`src/verilog/hfx_defs.svh`:
```
// register map, field positions, reset values and timing for the frame trigger block
// Overview of operation
// - selected input line acts as frame trigger
// - edge select picks rising or falling
// - waiting status: selected edge starts frame
// - leave waiting at exposure, return when ready
// - one frame per external trigger period
// - two exposure modes: timed, pulse width
// - timed: expose for programmed duration
// - trigger during exposure dropped, overtrigger raised
// - pulse width: expose until opposite edge
// - pulse width: duration drives trigger ready
// - programmable microsecond delay before trigger acts
// - no delay when mode off or software
// - rate enable off: no internal pacing
// - triggers outside waiting status start no frame
// - input line 1 is reset trigger source
`ifndef HFX_DEFS_SVH
`define HFX_DEFS_SVH

`define HFX_OFF_CTRL      8'h00
`define HFX_OFF_EXPOSURE  8'h04
`define HFX_OFF_DELAY     8'h08
`define HFX_OFF_STATUS    8'h0c
`define HFX_OFF_INT_STAT  8'h10
`define HFX_OFF_INT_MASK  8'h14
`define HFX_OFF_COMMAND   8'h18

`define HFX_CTRL_TRIG_EN  0
`define HFX_CTRL_EDGE     1
`define HFX_CTRL_KIND     2
`define HFX_CTRL_ORIG_LO  4
`define HFX_CTRL_ORIG_HI  5
`define HFX_CTRL_RATE_EN  8
`define HFX_CMD_SW_TRIG   0

`define HFX_INT_START     0
`define HFX_INT_OVER      1
`define HFX_INT_END       2

`define HFX_EXPOSURE_RST  32'h0000_0bb8
`define HFX_DELAY_RST     32'h0000_0000
`define HFX_MASK_RST      3'h0

`define HFX_CLK_MHZ       25
`define HFX_TICK_US       1
`define HFX_TICK_CYC      (`HFX_TICK_US * `HFX_CLK_MHZ)

`endif

```
`src/verilog/hfx_pkg.sv`:
```
// types shared by the frame trigger block
package hfx_pkg;

   typedef enum logic [2:0] {
      HFX_IDLE   = 3'b001,
      HFX_DELAY  = 3'b010,
      HFX_EXPOSE = 3'b100
   } hfx_state_t;

   typedef enum logic [1:0] {
      HFX_SRC_LINE1 = 2'h0,
      HFX_SRC_LINE2 = 2'h1,
      HFX_SRC_SOFT  = 2'h2
   } hfx_origin_t;

   typedef struct packed {
      logic        frame_trigger_enable;
      logic        trigger_edge_select;
      logic        exposure_kind_select;
      hfx_origin_t trigger_origin_select;
      logic        internal_rate_enable;
   } hfx_ctrl_t;

   typedef struct packed {
      logic [7:0]  paddr;
      logic        psel;
      logic        penable;
      logic        pwrite;
      logic [31:0] pwdata;
   } hfx_apb_req_t;

   typedef struct packed {
      logic [31:0] prdata;
      logic        pready;
      logic        pslverr;
   } hfx_apb_rsp_t;

   typedef struct packed {
      logic waiting;
      logic exposing;
      logic trigger_ready;
      logic frame_start;
      logic overtrigger;
   } hfx_cam_t;

endpackage

```
`src/verilog/hfx_ctrl.sv`:
```
// frame start trigger and exposure control with apb registers
`timescale 1ns/1ns
`include "hfx_defs.svh"

module hfx_ctrl #(
   parameter int TW    = 20,
   parameter int LINES = 2
) (
   input  wire logic                pclk,
   input  wire logic                presetn,
   input  wire hfx_pkg::hfx_apb_req_t apb_req,
   output hfx_pkg::hfx_apb_rsp_t    apb_rsp,
   input  wire logic [LINES-1:0]    ext_frame_trigger_in,
   output hfx_pkg::hfx_cam_t        cam,
   output logic                     irq
);
   import hfx_pkg::*;

   hfx_ctrl_t        ctrl;
   logic [TW-1:0]    exposure_duration_us;
   logic [TW-1:0]    trigger_delay_us;
   hfx_state_t       state;
   hfx_state_t       next_state;
   logic [LINES-1:0] line_meta;
   logic [LINES-1:0] line_sync;
   logic [LINES-1:0] line_prev;
   logic [2:0]       int_stat;
   logic [2:0]       int_mask;
   logic [4:0]       cyc_cnt;
   logic [TW-1:0]    us_cnt;
   logic             us_tick;
   logic             pw_frame;
   logic             line_idx;
   logic             sel_lvl;
   logic             sel_prev;
   logic             lvl_active;
   logic             act_edge;
   logic             hw_trig;
   logic             sw_trig;
   logic             int_start;
   logic             trig_req;
   logic             accept;
   logic             over;
   logic             use_delay;
   logic             expo_done;
   logic             min_elapsed;
   logic             wr_en;
   logic             rd_setup;
   logic             rd_clr;
   logic             mapped;
   logic [31:0]      rd_val;
   logic [31:0]      prdata_q;
   logic [2:0]       events;

   function automatic logic acc(input hfx_apb_req_t r, input logic [7:0] off);
      return r.psel && r.penable && r.paddr == off;
   endfunction

   // apb handshake and decode
   assign wr_en    = apb_req.psel && apb_req.penable && apb_req.pwrite;
   assign rd_setup = apb_req.psel && !apb_req.penable && !apb_req.pwrite;
   assign rd_clr   = acc(apb_req, `HFX_OFF_INT_STAT) && !apb_req.pwrite;

   always_comb begin
      mapped = 1'b1;
      rd_val = 32'h0;
      unique case (apb_req.paddr)
         `HFX_OFF_CTRL: begin
            rd_val[`HFX_CTRL_TRIG_EN] = ctrl.frame_trigger_enable;
            rd_val[`HFX_CTRL_EDGE]    = ctrl.trigger_edge_select;
            rd_val[`HFX_CTRL_KIND]    = ctrl.exposure_kind_select;
            rd_val[`HFX_CTRL_ORIG_HI:`HFX_CTRL_ORIG_LO] = ctrl.trigger_origin_select;
            rd_val[`HFX_CTRL_RATE_EN] = ctrl.internal_rate_enable;
         end
         `HFX_OFF_EXPOSURE: rd_val[TW-1:0] = exposure_duration_us;
         `HFX_OFF_DELAY:    rd_val[TW-1:0] = trigger_delay_us;
         `HFX_OFF_STATUS:   rd_val[2:0]    = state;
         `HFX_OFF_INT_STAT: rd_val[2:0]    = int_stat;
         `HFX_OFF_INT_MASK: rd_val[2:0]    = int_mask;
         `HFX_OFF_COMMAND:  rd_val         = 32'h0;
         default:           mapped         = 1'b0;
      endcase
   end

   // zero wait states, read data from flop
   assign apb_rsp = '{prdata:  prdata_q,
                      pready:  1'b1,
                      pslverr: apb_req.psel && apb_req.penable && !mapped};

   always_ff @(posedge pclk or negedge presetn) begin
      if (!presetn) begin
         prdata_q <= 32'h0;
      end else if (rd_setup) begin
         prdata_q <= rd_val;
      end
   end

   // control register
   always_ff @(posedge pclk or negedge presetn) begin
      if (!presetn) begin
         ctrl.frame_trigger_enable  <= 1'b0;
         ctrl.trigger_edge_select   <= 1'b0;
         ctrl.exposure_kind_select  <= 1'b0;
         ctrl.trigger_origin_select <= HFX_SRC_LINE1;
         ctrl.internal_rate_enable  <= 1'b0;
      end else if (wr_en && apb_req.paddr == `HFX_OFF_CTRL) begin
         ctrl.frame_trigger_enable  <= apb_req.pwdata[`HFX_CTRL_TRIG_EN];
         ctrl.trigger_edge_select   <= apb_req.pwdata[`HFX_CTRL_EDGE];
         ctrl.exposure_kind_select  <= apb_req.pwdata[`HFX_CTRL_KIND];
         ctrl.trigger_origin_select <=
            hfx_origin_t'(apb_req.pwdata[`HFX_CTRL_ORIG_HI:`HFX_CTRL_ORIG_LO]);
         ctrl.internal_rate_enable  <= apb_req.pwdata[`HFX_CTRL_RATE_EN];
      end
   end

   // timing registers
   always_ff @(posedge pclk or negedge presetn) begin
      if (!presetn) begin
         exposure_duration_us <= TW'(`HFX_EXPOSURE_RST);
         trigger_delay_us     <= TW'(`HFX_DELAY_RST);
      end else if (wr_en) begin
         if (apb_req.paddr == `HFX_OFF_EXPOSURE) begin
            exposure_duration_us <= apb_req.pwdata[TW-1:0];
         end
         if (apb_req.paddr == `HFX_OFF_DELAY) begin
            trigger_delay_us <= apb_req.pwdata[TW-1:0];
         end
      end
   end

   always_ff @(posedge pclk or negedge presetn) begin
      if (!presetn) begin
         line_meta <= '0;
         line_sync <= '0;
         line_prev <= '0;
      end else begin
         line_meta <= ext_frame_trigger_in;
         line_sync <= line_meta;
         line_prev <= line_sync;
      end
   end

   assign line_idx   = ctrl.trigger_origin_select == HFX_SRC_LINE2;
   assign sel_lvl    = line_sync[line_idx];
   assign sel_prev   = line_prev[line_idx];
   assign lvl_active = sel_lvl ^ ctrl.trigger_edge_select;
   assign act_edge   = lvl_active && !(sel_prev ^ ctrl.trigger_edge_select);
   assign hw_trig    = ctrl.frame_trigger_enable &&
                       ctrl.trigger_origin_select != HFX_SRC_SOFT && act_edge;
   assign sw_trig    = ctrl.frame_trigger_enable &&
                       ctrl.trigger_origin_select == HFX_SRC_SOFT &&
                       wr_en && apb_req.paddr == `HFX_OFF_COMMAND &&
                       apb_req.pwdata[`HFX_CMD_SW_TRIG];
   assign int_start  = !ctrl.frame_trigger_enable && ctrl.internal_rate_enable;
   assign trig_req   = hw_trig || sw_trig || int_start;
   assign accept     = trig_req && state == HFX_IDLE;
   assign over       = (hw_trig || sw_trig) && state != HFX_IDLE;
   assign use_delay  = hw_trig && trigger_delay_us != '0;

   // microsecond time base
   assign us_tick = cyc_cnt == 5'(`HFX_TICK_CYC - 1);

   always_ff @(posedge pclk or negedge presetn) begin
      if (!presetn) begin
         cyc_cnt <= 5'h0;
         us_cnt  <= '0;
      end else if (next_state != state) begin
         cyc_cnt <= 5'h0;
         us_cnt  <= '0;
      end else if (us_tick) begin
         cyc_cnt <= 5'h0;
         us_cnt  <= us_cnt + TW'(1);
      end else begin
         cyc_cnt <= cyc_cnt + 5'h1;
      end
   end

   // pulse width applies to hardware frames only
   always_ff @(posedge pclk or negedge presetn) begin
      if (!presetn) begin
         pw_frame <= 1'b0;
      end else if (accept) begin
         pw_frame <= ctrl.exposure_kind_select && hw_trig;
      end
   end

   assign expo_done   = pw_frame ? !lvl_active : us_cnt == exposure_duration_us;
   assign min_elapsed = us_cnt >= exposure_duration_us;

   always_comb begin
      next_state = state;
      unique case (state)
         HFX_IDLE: begin
            if (accept) begin
               next_state = use_delay ? HFX_DELAY : HFX_EXPOSE;
            end
         end
         HFX_DELAY: begin
            if (us_cnt == trigger_delay_us) begin
               next_state = HFX_EXPOSE;
            end
         end
         HFX_EXPOSE: begin
            if (expo_done) begin
               next_state = HFX_IDLE;
            end
         end
         default: next_state = HFX_IDLE;
      endcase
   end

   always_ff @(posedge pclk or negedge presetn) begin
      if (!presetn) begin
         state <= HFX_IDLE;
      end else begin
         state <= next_state;
      end
   end

   // camera side outputs
   always_ff @(posedge pclk or negedge presetn) begin
      if (!presetn) begin
         cam <= '{waiting: 1'b1, default: 1'b0};
      end else begin
         cam.waiting       <= next_state == HFX_IDLE;
         cam.exposing      <= next_state == HFX_EXPOSE;
         cam.frame_start   <= state != HFX_EXPOSE && next_state == HFX_EXPOSE;
         cam.overtrigger   <= over;
         cam.trigger_ready <= next_state == HFX_IDLE ||
                              (pw_frame && state == HFX_EXPOSE &&
                               next_state == HFX_EXPOSE && min_elapsed);
      end
   end

   // sticky interrupt status, set wins over read clear
   assign events[`HFX_INT_START] = state != HFX_EXPOSE && next_state == HFX_EXPOSE;
   assign events[`HFX_INT_OVER]  = over;
   assign events[`HFX_INT_END]   = state == HFX_EXPOSE && next_state == HFX_IDLE;

   always_ff @(posedge pclk or negedge presetn) begin
      if (!presetn) begin
         int_stat <= 3'h0;
      end else begin
         // clear only what the read reported
         int_stat <= (int_stat & ~(prdata_q[2:0] & {3{rd_clr}})) | events;
      end
   end

   always_ff @(posedge pclk or negedge presetn) begin
      if (!presetn) begin
         int_mask <= `HFX_MASK_RST;
      end else if (wr_en && apb_req.paddr == `HFX_OFF_INT_MASK) begin
         int_mask <= apb_req.pwdata[2:0];
      end
   end

   assign irq = |(int_stat & int_mask);
endmodule

```
`config.mk`:
```
export PLATFORM = sky130hd
export DESIGN_NAME = hfx_ctrl
export DESIGN_NICKNAME = d
export VERILOG_FILES = /design/src/verilog/hfx_pkg.sv /design/src/verilog/hfx_ctrl.sv
export VERILOG_INCLUDE_DIRS = /design/src /design/src/verilog
export SDC_FILE = /design/constraint.sdc
export NUM_CORES = 1
export LEC_CHECK = 0
export ABC_AREA = 0
export BUFFER_PORTS_ARGS = -buffer_cell sky130_fd_sc_hd__buf_2
export CORE_ASPECT_RATIO = 1.25
export CORE_MARGIN = 2
export CORE_UTILIZATION = 62
export DETAILED_ROUTE_END_ITERATION = 8
export PLACE_DENSITY = 0.86
export SYNTH_ARGS = -nofsm -noshare
export SYNTH_HDL_FRONTEND = slang
export SYNTH_SLANG_ARGS = --single-unit
```
`constraint.sdc`:
```
create_clock -name pclk -period 6.5 [get_ports pclk]
set_input_delay 1.3 -clock pclk [delete_from_list [all_inputs] [get_ports pclk]]
set_output_delay 1.3 -clock pclk [all_outputs]
set_load 0.05 [all_outputs]
```
# [Word level (Yosys, flattened, before mapping)]
# Cells that the tools add are included.
[totals] ff_bits=112 in_bits=47
[op_classes] n_addsub=2 n_lt_le_gt_ge=2 eq_ne=20 n_mux=21 n_bitwise=7 n_reduce_logical=42
[op_table] cell="20-bit equality test" count=2
[op_table] cell="20-bit two-way mux" count=2
[op_table] cell="1-bit logical AND" count=26
[op_table] cell="8-bit by 5-bit equality test with 1-bit output, second input constant" count=3
[op_table] cell="11-bit one-hot mux with 2 select lines" count=1
[op_table] cell="20-bit by 1-bit adder with 20-bit output, second input constant" count=1
[op_table] cell="20-bit greater-or-equal comparator" count=1
[op_table] cell="20-bit nonzero test" count=1
[op_table] cell="3-bit one-hot mux with 6 select lines" count=1
[op_table] cell="8-bit by 4-bit equality test with 1-bit output, second input constant" count=2
[op_table] cell="3-bit two-way mux" count=4
[op_table] cell="5-bit two-way mux" count=2
[op_table] cell="3-bit AND" count=3
[op_table] cell="3-bit one-hot mux with 3 select lines" count=1
[op_table] cell="8-bit by 3-bit equality test with 1-bit output, second input constant" count=1
[op_table] cell="8-bit logical NOT" count=1
[op_table] cell="7-bit OR reduction" count=1
[op_table] cell="3-bit by 1-bit equality test with 1-bit output, second input constant" count=2
[op_table] cell="3-bit equality test, second input constant" count=2
[op_table] cell="1-bit logical NOT" count=6
[op_table] cell="1-bit two-way mux" count=6
[op_table] cell="2-bit one-hot mux with 3 select lines" count=1
[op_table] cell="5-bit by 1-bit adder with 5-bit output, second input constant" count=1
[op_table] cell="5-bit equality test, second input constant" count=1
[op_table] cell="other kinds (18)" count=22

# [Depth between registers and ports, before layout]
# Gate-level depths: netlist (run 1).
[depth] word_depth=16 depth_mapped=10

# [Worst setup path before layout (run 1)]
# Ideal clock, no wire load.
[synth_path] path_type="input -> output" from="input apb_req[37] in the netlist's numbering" to="output apb_rsp[0] in the netlist's numbering" arrival_time_ps=2824 required_ps=5200 slack_ps=2376 cell_stages=4 path_buffers=2 cell_sequence="clkbuf_1 > clkbuf_1 > nand3_1 > a21oi_1"
[synth_lines] item="start, declared" line="hfx_ctrl.sv:11" source="input wire hfx_pkg::hfx_apb_req_t apb_req,"
[synth_lines] item="end, declared" line="hfx_ctrl.sv:12" source="output hfx_pkg::hfx_apb_rsp_t apb_rsp,"

# [Worst setup path after layout (run 1)]
[layout_path] from="input apb_req[36] in the netlist's numbering" to="register trigger_delay_us[18]"
[layout_via] elab_chain_cells=2
[layout_lines] item="8-bit by 4-bit equality test with 1-bit output"
[layout_lines] item="2-bit AND reduction (no source line)"
[layout_lines] item="end signal, assigned" line="hfx_ctrl.sv:120" source="trigger_delay_us <= TW'(`HFX_DELAY_RST);"
[layout_lines] item="end signal, assigned" line="hfx_ctrl.sv:126" source="trigger_delay_us <= apb_req.pwdata[TW-1:0];"
[layout_lines] item="end, declared" line="hfx_ctrl.sv:21" source="logic [TW-1:0] trigger_delay_us;"
# No other way between the ends.
# A chain may end at the register's enable or synchronous reset.

==> metrics.md, run 1 <==
| Metric | Value |
|---|---|
| Clk sinks | `approximately 110` |
| Slew margin rel. | `approximately 34%` |
| Cts hold-fix bufs | `0` |
| Cts bufs inserted | `9` |
| Arr. time, crit path | `~4400 ps` |
| Vias per Instance | `between 6 and 7` |
| Static leakage | `between 3 and 4 nW` |
| Placed Cells | `roughly 700` |
| CTS Root Cell | `clkbuf_16` |
| Max-Cap Viols | `0` |
| # Post-CTS Setup Buffers | `0` |
| Top layer in use | `met4` |
| Die Ht | `between 100 and 150 um` |
| FMAX | `approximately 240 MHz` |
| Final worst slack | `2350 ps` |
| I/O Pins | `87` |
| PD cells | `255.6 nW/um^2` |
| Worst-Margin Slew | `just under 1000 ps` |
| Ys flop type | `dfrtp_1` |
| Clock skew | `about 8.2 ps` |
| CP Max Fanout | `20` |
| Post-CTS sizing | `0` |
| Reg power frac | `47.9%` |
| DPL Wire Length | `~9.9 mm` |
| Routed wire length | `about 14 mm` |
| Overall track demand over capacity in global routing | `28.06%` |
| # H-tree levels | `3` |
| Diode count | `0` |
| Routed length on met1 | `~5.2 mm` |
| Internal Power | `between 1 and 1.5 mW` |
| Wire length on met3 | `620 um` |
| Core area | `slightly above 9000 um^2` |
| Total Nets Final | `about 670` |
| Hold/Removal Path Class | `flop to flop` |
| Synth Instances | `about 540` |
| Largest net degree at the start of global routing | `62` |
| Sw power | `between 0.5 and 0.6 mW` |
| Initial DRC Count | `311` |
| Die area | `10260 um^2` |
| Avg WL per Cell | `between 15 and 20 um` |
| CP required | `about 6700 ps` |
| Setup WS pre-CTS | `2008 ps` |
| Netlist cell types | `between 50 and 60` |
| Synthesis-to-finish area growth | `10.77%` |
| CTS Buffer Depth | `2` |
| Layout cell share with drive strength beyond 1 | `about 25%` |
| Cell area after placement | `between 6000 and 7000 um^2` |
| Ys async rst share | `100.0%` |
| Remaining antenna violation count | `0` |
| Starting density of the core | `between 60% and 70%` |
| Avg Cell Area, Syn | `about 11 um^2` |
| Final setup viols | `0` |
| CTS clk-pin slew, worst paths | `~70 ps` |
| Vias in the first global route | `about 4600` |
| Hold Vio Cnt, Final | `0` |
| Post-synth EDFFs | `0` |
| Initial antenna violation count | `0` |
| Synth Cell Area | `5866 um^2` |
| Routed met2 length | `~7 mm` |
| Min Tclk post-route | `around 4100 ps` |
| Vias | `approximately 4500` |
| Switching part of the total power | `a little under a third` |
| Synth warn | `0` |
| Fin cells | `approximately 720` |
| Post-route DRC | `0` |
| Fin Hold WS | `355.9 ps` |
| Grt total ovfl | `0` |
| Core Util, Final | `70.83%` |
| Part of the power in combinational logic | `about a fifth` |
| Clk_lat worst skew | `roughly 360 ps` |
| Post-synthesis sequential area ratio | `47.97%` |
| Peak VDD IR | `roughly 200 uV` |
| GPL Wtd Cong | `between 0.9 and 1` |
| CP Capture Type | `flop` |
| TNS Setup | `0 ps` |
| CTS tree | `built` |
| Pwr Total | `1.661 mW` |
| Power share of the clock group | `33.3%` |
| First-pass GRT wire length | `around 23 mm` |
| #FFs+latches synth | `about 110` |
| Crit start category | `input port` |
| Fraction of the cycle the final worst path needs | `~64%` |
| Final Instance Area | `6497 um^2` |
| Drt first pass iters | `5` |
| Crit Path Class | `input port to flop` |
| Die W | `91.00 um` |
| Max Slew Vio Count | `0` |
| Status | `finished clean` |
| IO Port Bufs | `about 60` |
| FP Rows | `39` |
| RSZ-0062 raised after global routing | `false` |
==> cell type report <==
type | count | area (um^2)
Sequential cell | 112 | 2814
Multi-Input combinational cell | 381 | 2799
Fill cell | 678 | 2676
Timing Repair Buffer | 63 | 322.8
Clock buffer | 13 | 280.3
Tap cell | 123 | 153.9
Inverter | 28 | 105.1
Clock inverter | 3 | 22.52
==> path summary, 6_finish.rpt <==
path | endpoint | from | cells after the start | slack [ps]
worst min register to register | line_sync[1] | line_meta[1] | 0 | 360
max in group asynchronous | exposure_duration_us[0] | presetn | 2 | 4330
worst max-delay path | trigger_delay_us[18] | apb_req[36] | 6 | 2350
worst max register to register | us_cnt[11] | exposure_duration_us[9] | 8 | 3280
worst min-delay path | line_sync[1] | line_meta[1] | 0 | 360
min in group asynchronous | line_sync[1] | presetn | 1 | 970
==> registers in the layout, indices dropped and copies added (netlist names), 5 cells and up <==
| signal | count |
|---|---|
| cam | 5 |
| ctrl | 6 |
| cyc_cnt | 5 |
| exposure_duration_us | 20 |
| prdata_q | 20 |
| trigger_delay_us | 20 |
| us_cnt | 20 |
==> cells by family (layout without fill, tap and decap cells) <==
| kind of cell | count (synthesis) | after routing | share of synthesized area, % |
|---|---|---|---|
| flops | 112 | 112 | 47.97 |
| compound gates | 82 | 82 | 9.471 |
| fa+ha+maj | 23 | 23 | 4.906 |
| other cells | 2 | 13 | 0.1280 |
| buf+inv | 60 | 107 | 5.098 |
| simple gates | 164 | 164 | 15.10 |
| mux | 57 | 57 | 11.05 |
| xor+xnor | 42 | 42 | 6.271 |
==> critical path, stage by stage <==
cell	delay (ps)
buf_2	90
or4_4	580
nor4b_4	530
and2b_1	580
and2_1	870
mux2_2	430
==> cells in the mapped netlist (all sizes together), types with 5 or more instances <==
cell | instances | area (um^2)
nand2b | 8 | 50.05
dfstp | 9 | 236.5
ha | 23 | 287.8
nor2 | 52 | 195.2
xor2 | 11 | 96.34
dfrtp | 103 | 2577
o21ai | 8 | 40.04
nand3 | 19 | 95.09
nor4 | 8 | 65.06
a22oi | 18 | 135.1
nor2b | 7 | 43.79
a21oi | 29 | 145.1
mux2 | 52 | 585.6
nand2 | 22 | 82.58
clkbuf | 13 | 48.80
inv | 28 | 105.1
a31oi | 5 | 31.28
nor3 | 8 | 40.04
buf | 19 | 145.1
xnor2 | 31 | 271.5
and3 | 7 | 48.80
nand4 | 11 | 68.82
==> power groups by stage <==
stage	Sequential, mW	Clock, mW	Combinational [mW]
2_1_floorplan	0.868	0	0.164
3_3_place_gp	0.803	0	0.297
3_5_place_dp	0.807	0	0.310
4_1_cts	0.794	0.558	0.313
5_1_grt	0.801	0.588	0.343
6_report	0.795	0.553	0.313
==> layer usage <==
layer / vias to the layer above / GRT usage [%]
met3: 46 / 4.061
li1: 1998 / -
met2: 177 / 49.23
met4: 0 / 14.44
met5: - / 0
met1: 2231 / 33.67
==> cells in the final DEF (no fill, tap or decap), types with 8 or more instances in the layout <==
cell and n:
dfstp_2 9, nand4_1 11, inv_1 28, conb_1 13, o21ai_0 8, a21oi_1 29
a22oi_1 18, ha_1 23, buf_2 60, dfrtp_1 103, nand3_1 19, nand2_1 22
mux2_2 52, xnor2_1 31, nand2b_1 8, xor2_1 11, clkbuf_16 9, nor3_1 8
nor2_1 52
No activity file was read; power rests on OpenSTA's default activity.
==> run 2, diff against run 1 <==
--- a/config.mk
+++ b/config.mk
@@ -10,9 +10,9 @@
 export BUFFER_PORTS_ARGS = -buffer_cell sky130_fd_sc_hd__buf_2
 export CORE_ASPECT_RATIO = 1.25
 export CORE_MARGIN = 2
-export CORE_UTILIZATION = 62
+export CORE_UTILIZATION = 52
 export DETAILED_ROUTE_END_ITERATION = 8
-export PLACE_DENSITY = 0.86
+export PLACE_DENSITY = 0.77
 export SYNTH_ARGS = -nofsm -noshare
 export SYNTH_HDL_FRONTEND = slang
 export SYNTH_SLANG_ARGS = --single-unit
==> constraint.sdc (replaced) <==
create_clock -name pclk -period 3.8 [get_ports pclk]
set_input_delay 0.76 -clock pclk [delete_from_list [all_inputs] [get_ports pclk]]
set_output_delay 0.76 -clock pclk [all_outputs]
set_load 0.05 [all_outputs]
==> run 2 against run 1 <==
  * First-iteration DRC count shrank 29%
  * Non-clock buffer count up 6
  * Largest power group unchanged
  * Largest cell class unchanged
  * Die area up 18%
  * Cell count grew 2.5%
  * Critical path depth up 2
  * Clock power grew 97%
==> metrics.md, run 2 (synthesis gave the netlist of run 1 again) <==
| Metric | Value |
|---|---|
| Status | `finished clean` |
| Largest net degree at the start of global routing | `69` |
| Max Slew Vio Count | `0` |
| Vias in the first global route | `~4600` |
| TNS Setup | `0 ps` |
| Critical-path cell list | `ha_1 > nand3_1 > or4_1 > or3_4 > and3_4 > o311ai_4 > buf_4 > nor3_1` |
| CTS Buffer Depth | `2` |
| Post-route DRC | `0` |
| Core area | `between 10000 and 15000 um^2` |
| FP Rows | `between 40 and 50` |
| Die area | `between 10000 and 15000 um^2` |
| Arr. time, crit path | `around 3100 ps` |
| Initial antenna violation count | `0` |
| Final worst slack | `just under 900 ps` |
| Vias per Instance | `5.941` |
| Overall track demand over capacity in global routing | `between 20% and 30%` |
| Vias | `roughly 4400` |
| Static leakage | `3.059 nW` |
| # Post-CTS Setup Buffers | `0` |
| GPL Wtd Cong | `~0.97` |
| Cts bufs inserted | `9` |
| Crit-path max cell delay | `roughly 570 ps` |
| Grt total ovfl | `0` |
| PD cells | `452.6 nW/um^2` |
| CTS clk-pin slew, worst paths | `70 ps` |
| Worst path depth | `8` |
| Hold/Removal Path Class | `flop to flop` |
| Routed wire length | `around 13 mm` |
| Critical R2R Launch | `us_cnt[15]` |
| Clk sinks | `between 100 and 150` |
| CP required | `4020 ps` |
| Drt first pass iters | `5` |
| Starting density of the core | `between 50% and 60%` |
| Die Ht | `about 120 um` |
| Commonest non-fill, non-tap cell in the layout | `dfrtp_1` |
| First-pass GRT wire length | `about 22 mm` |
| Reg2Reg Depth | `8` |
| DPL Wire Length | `a little under 10 mm` |
| Worst-Margin Slew | `913.5 ps` |
| Layout cell share with drive strength beyond 1 | `about 26%` |
| Min Tclk post-route | `between 2000 and 3000 ps` |
| Crit start category | `flop` |
| CTS Root Cell | `clkbuf_16` |
| CP Max Fanout | `25` |
| R2R Path End | `cyc_cnt[2]` |
| Total Nets Final | `about 670` |
| Diode count | `0` |
| IO Port Bufs | `a little over 60` |
| CP bufs+invs | `1` |
| Most frequent cells in the layout | `dfrtp_1, buf_2, nor2_1, mux2_2, xnor2_1` |
| Initial DRC Count | `roughly 220` |
| Avg WL per Cell | `18.05 um` |
| Clk_lat worst skew | `350 ps` |
| Fraction of the cycle the final worst path needs | `between 70% and 80%` |
| Cts hold-fix bufs | `0` |
| RSZ-0062 raised after global routing | `false` |
| Critical-path top delay cell | `or4_1` |
| Hold Vio Cnt, Final | `0` |
| CTS tree | `built` |
| CP Capture Point | `cyc_cnt[2]` |
| Final setup viols | `0` |
| Max-Cap Viols | `0` |
| Peak VDD IR | `slightly above 300 uV` |
| CP startpoint | `us_cnt[15]` |
| Die W | `roughly 99 um` |
| Remaining antenna violation count | `0` |
| R2R setup slack | `just under 900 ps` |
| Clock skew | `roughly 6.1 ps` |
| # H-tree levels | `3` |
| FMAX | `between 300 and 400 MHz` |
| I/O Pins | `87` |
| Setup WS pre-CTS | `between 600 and 700 ps` |
| CP top delay family | `simple AND/OR/NAND/NOR gates` |
| CP Capture Type | `flop` |
| Crit Path Class | `flop to flop` |
| Slew margin rel. | `a little under 40%` |
| Synthesis-to-finish area growth | `12.50%` |
| Post-CTS sizing | `0` |
==> run 2: cell count changes in the layout (fill, tap and decap cells not counted), sizes merged <==
| cell | delta |
|---|---|
| inv | +1 |
| buf | +6 |
| clkinv | -2 |
| clkbuf | -3 |
| bufinv | +3 |
| clkinvlp | +1 |
==> run 2: area by class of cell <==
| class | count | area (um^2) |
|---|---|---|
| Inverter | 28 | 105.1 |
| Multi-Input combinational cell | 381 | 2799 |
| Fill cell | 894 | 4431 |
| Clock buffer | 10 | 229.0 |
| Sequential cell | 112 | 2814 |
| Timing Repair Buffer | 69 | 367.9 |
| Tap cell | 135 | 168.9 |
| Clock inverter | 6 | 115.1 |
==> run 2: worst min path at each step <==
stage | end | cells past startpoint | slack (ps) | from
after floorplan | line_sync[0] | 0 | 330 | line_meta[0]
after global placement | line_sync[1] | 0 | 340 | line_meta[1]
after detailed placement | line_sync[0] | 0 | 340 | line_meta[0]
after CTS | line_sync[0] | 0 | 350 | line_meta[0]
after global routing | line_sync[0] | 0 | 370 | line_meta[0]
final | line_sync[0] | 0 | 350 | line_meta[0]
==> run 2: metal layers <==
metal	vias up	GRT usage [%]	share of wire, %
li1	2010	-	-
met1	2214	27.28	40
met2	138	40.96	52
met3	40	4.271	4.6
met4	0	13.70	3.8
met5	-	0	0
==> run 2: per-stage QoR <==
| stage | power [mW] | area (um^2) | std cells | util [%] | hold slack (ps) |
|---|---|---|---|---|---|
| 6_report | 2.987 | 6599 | 741 | 59.83 | 353.0 |
| 3_5_place_dp | 1.920 | 6255 | 725 | 56.71 | 338.7 |
| 5_1_grt | 3.118 | 6599 | 741 | 59.83 | 368.2 |
| 2_1_floorplan | 1.765 | 5907 | 553 | - | 331.2 |
| 3_3_place_gp | 1.890 | 6255 | 725 | 56.71 | 338.2 |
| 4_1_cts | 3.004 | 6599 | 741 | 59.83 | 354.5 |
==> run 2: where the power goes <==
part,internal [mW],switching (mW)
Combinational,0.181,0.358
Sequential,1.28,0.0788
Clock,0.650,0.439
Total,2.11,0.876
==> run 3, diff against run 2 <==
--- a/config.mk
+++ b/config.mk
@@ -10,9 +10,9 @@
 export BUFFER_PORTS_ARGS = -buffer_cell sky130_fd_sc_hd__buf_2
 export CORE_ASPECT_RATIO = 1.25
 export CORE_MARGIN = 2
-export CORE_UTILIZATION = 52
+export CORE_UTILIZATION = 57
 export DETAILED_ROUTE_END_ITERATION = 8
-export PLACE_DENSITY = 0.77
+export PLACE_DENSITY = 0.8
 export SYNTH_ARGS = -nofsm -noshare
 export SYNTH_HDL_FRONTEND = slang
 export SYNTH_SLANG_ARGS = --single-unit
==> constraint.sdc (replaced) <==
create_clock -name pclk -period 3 [get_ports pclk]
set_input_delay 0.6 -clock pclk [delete_from_list [all_inputs] [get_ports pclk]]
set_output_delay 0.6 -clock pclk [all_outputs]
set_load 0.05 [all_outputs]
==> run 3 against run 2 <==
  * Total power increased by 29%
  * Largest cell class unchanged
  * Via count increased by 0.66%
  * Setup slack got worse by 750 ps
  * Global-route usage increased by 3.0 points
  * Sequential share of layout area decreased by 0.78 points
  * Critical path depth unchanged
  * Count of clock-buffer cells in the layout increased by 1
==> metrics.md, run 3 (synthesis gave the netlist of run 1 again) <==
| Metric | Value |
|---|---|
| CTS clk-pin slew, worst paths | `roughly 70 ps` |
| Slew margin rel. | `approximately 57%` |
| Crit-path max cell delay | `about 600 ps` |
| Status | `finished clean` |
| IO Port Bufs | `just over 60` |
| Clock skew | `about 8.7 ps` |
| Layout cell share with drive strength beyond 1 | `roughly 27%` |
| I/O Pins | `between 80 and 90` |
| Post-route DRC | `0` |
| Vias per Instance | `about 5.9` |
| Crit start category | `flop` |
| Min Tclk post-route | `between 2000 and 3000 ps` |
| Register area | `2814 um^2` |
| Drt first pass iters | `5` |
| Cell area after placement | `between 6000 and 7000 um^2` |
| Max Slew Vio Count | `0` |
| Switching part of the total power | `28.47%` |
| First-pass GRT wire length | `about 23 mm` |
| Final worst slack | `between 100 and 150 ps` |
| CTS Root Cell | `clkbuf_16` |
| Multi-input gate area | `~2800 um^2` |
| Core area | `between 10000 and 15000 um^2` |
| FMAX | `approximately 350 MHz` |
| Largest net degree at the start of global routing | `66` |
| PD cells | `573.3 nW/um^2` |
| Part of the power in combinational logic | `17.8%` |
| Fraction of the cycle the final worst path needs | `a little over nine tenths` |
| CP Max Fanout | `3` |
| CP Capture Type | `flop` |
| Die W | `roughly 95 um` |
| Clk sinks | `~110` |
| FP Rows | `a little over 40` |
| Internal Power | `2.756 mW` |
| GPL Wtd Cong | `approximately 0.93` |
| Final Instance Area | `just under 7000 um^2` |
| Overall track demand over capacity in global routing | `26.62%` |
| Critical-path top delay cell | `or4_1` |
| Fill count | `779` |
| Pwr Total | `3.853 mW` |
| # H-tree levels | `3` |
| Critical-path cell list | `inv_1 > ha_1 > a2111oi_0 > o21ai_0 > a31oi_1 > nor4_1 > or4_1 > a41o_1` |
| Grt total ovfl | `0` |
| Initial antenna violation count | `0` |
| Setup WS pre-CTS | `around 210 ps` |
| CTS tree | `built` |
| Routed wire length | `about 14 mm` |
| CTS Buffer Depth | `2` |
| Die Ht | `roughly 120 um` |
| Vias in the first global route | `between 4000 and 5000` |
| Crit Path Class | `flop to flop` |
| Post-CTS sizing | `0` |
| CP required | `3240 ps` |
| TNS Setup | `0 ps` |
| Commonest non-fill, non-tap cell in the layout | `dfrtp_1` |
| Cts bufs inserted | `9` |
| Die area | `11120 um^2` |
| Worst-Margin Slew | `about 640 ps` |
| Avg WL per Cell | `approximately 19 um` |
| Static leakage | `3.133 nW` |
| Final setup viols | `0` |
| Synthesis-to-finish area growth | `14.59%` |
| RSZ-0062 raised after global routing | `false` |
| Sw power | `around 1.1 mW` |
| CP bufs+invs | `1` |
| Remaining antenna violation count | `0` |
| Diode count | `0` |
| Clk_lat worst skew | `approximately 360 ps` |
| Arr. time, crit path | `approximately 3100 ps` |
| Initial DRC Count | `~230` |
| Most frequent cells in the layout | `dfrtp_1, buf_2, nor2_1, mux2_2, xnor2_1` |
| Reg power frac | `44.7%` |
| Hold/Removal Path Class | `input port to asynchronous set/reset pin` |
| Max-Cap Viols | `0` |
| Cts hold-fix bufs | `0` |
| Total Nets Final | `slightly below 700` |
| Hold Vio Cnt, Final | `0` |
| Vias | `around 4400` |
| Peak VDD IR | `388.4 uV` |
| CP top delay family | `compound AO/OA/AOI/OAI gates` |
| Starting density of the core | `between 50% and 60%` |
| DPL Wire Length | `10.10 mm` |
| # Post-CTS Setup Buffers | `0` |
| Power share of the clock group | `between 30% and 40%` |
==> run 3: cell types whose count changed in the layout (fill, tap and decap cells not counted), sizes merged <==
cell,change
clkinv,+1
clkinvlp,-1
buf,+10
inv,-2
clkbuf,+1
bufinv,+1
==> run 3: per-layer routing <==
layer  up-vias  part of all wire, %  global-route usage [%]
met5         -                    0                       0
met4         0                  5.1                   14.67
met3        55                  5.2                   4.753
met2       166                   52                   45.43
met1      2177                   38                   31.01
li1       2033                    -                       -
==> run 3: area by class of cell <==
cell class	instances	share of cell area (%)
inverter	28	1.564
timing repair buffer	79	7.148
clock inverter	5	1.917
sequential	112	41.87
multi-input combinational	381	41.64
clock buffer	11	3.462
tap	129	2.401
==> run 3: worst reg2reg max path: cells and delay by family, from the launching register on <==
kind,cells,cell delay (ps)
buffers and inverters,1,50
AO/OA/AOI/OAI,4,1170
AND/OR/NAND/NOR,2,660
flip-flops,1,540
adder cells (fa/ha/maj),1,320
==> run 3: through the flow <==
stage / hold WS [ps] / instances / util [%]
detailed placement: 335.5 / 729 / 63.25
global route: 303.6 / 745 / 66.85
global placement: 334.8 / 729 / 63.25
CTS: 279.0 / 745 / 66.85
finish: 248.2 / 745 / 66.85
floorplan: 304.4 / 553 / -
==> run 3: final timing paths <==
path / endpoint / startpoint / cells past startpoint / slack [ps]
setup / recovery: cam[2] / exposure_duration_us[7] / 8 / 150
hold / removal: line_sync[1] / presetn / 1 / 250
setup reg to reg: cam[2] / exposure_duration_us[7] / 8 / 150
hold reg to reg: line_sync[0] / line_meta[0] / 0 / 350
max in group asynchronous: exposure_duration_us[11] / presetn / 2 / 1950
min in group pclk: line_sync[0] / line_meta[0] / 0 / 350
==> run 3: power groups by stage <==
stage	clock, mW	combinational, mW	sequential (mW)
floorplan	0	0.355	1.88
global placement	0	0.658	1.74
detailed placement	0	0.683	1.75
CTS	1.45	0.688	1.72
global route	1.51	0.759	1.74
finish	1.44	0.687	1.72
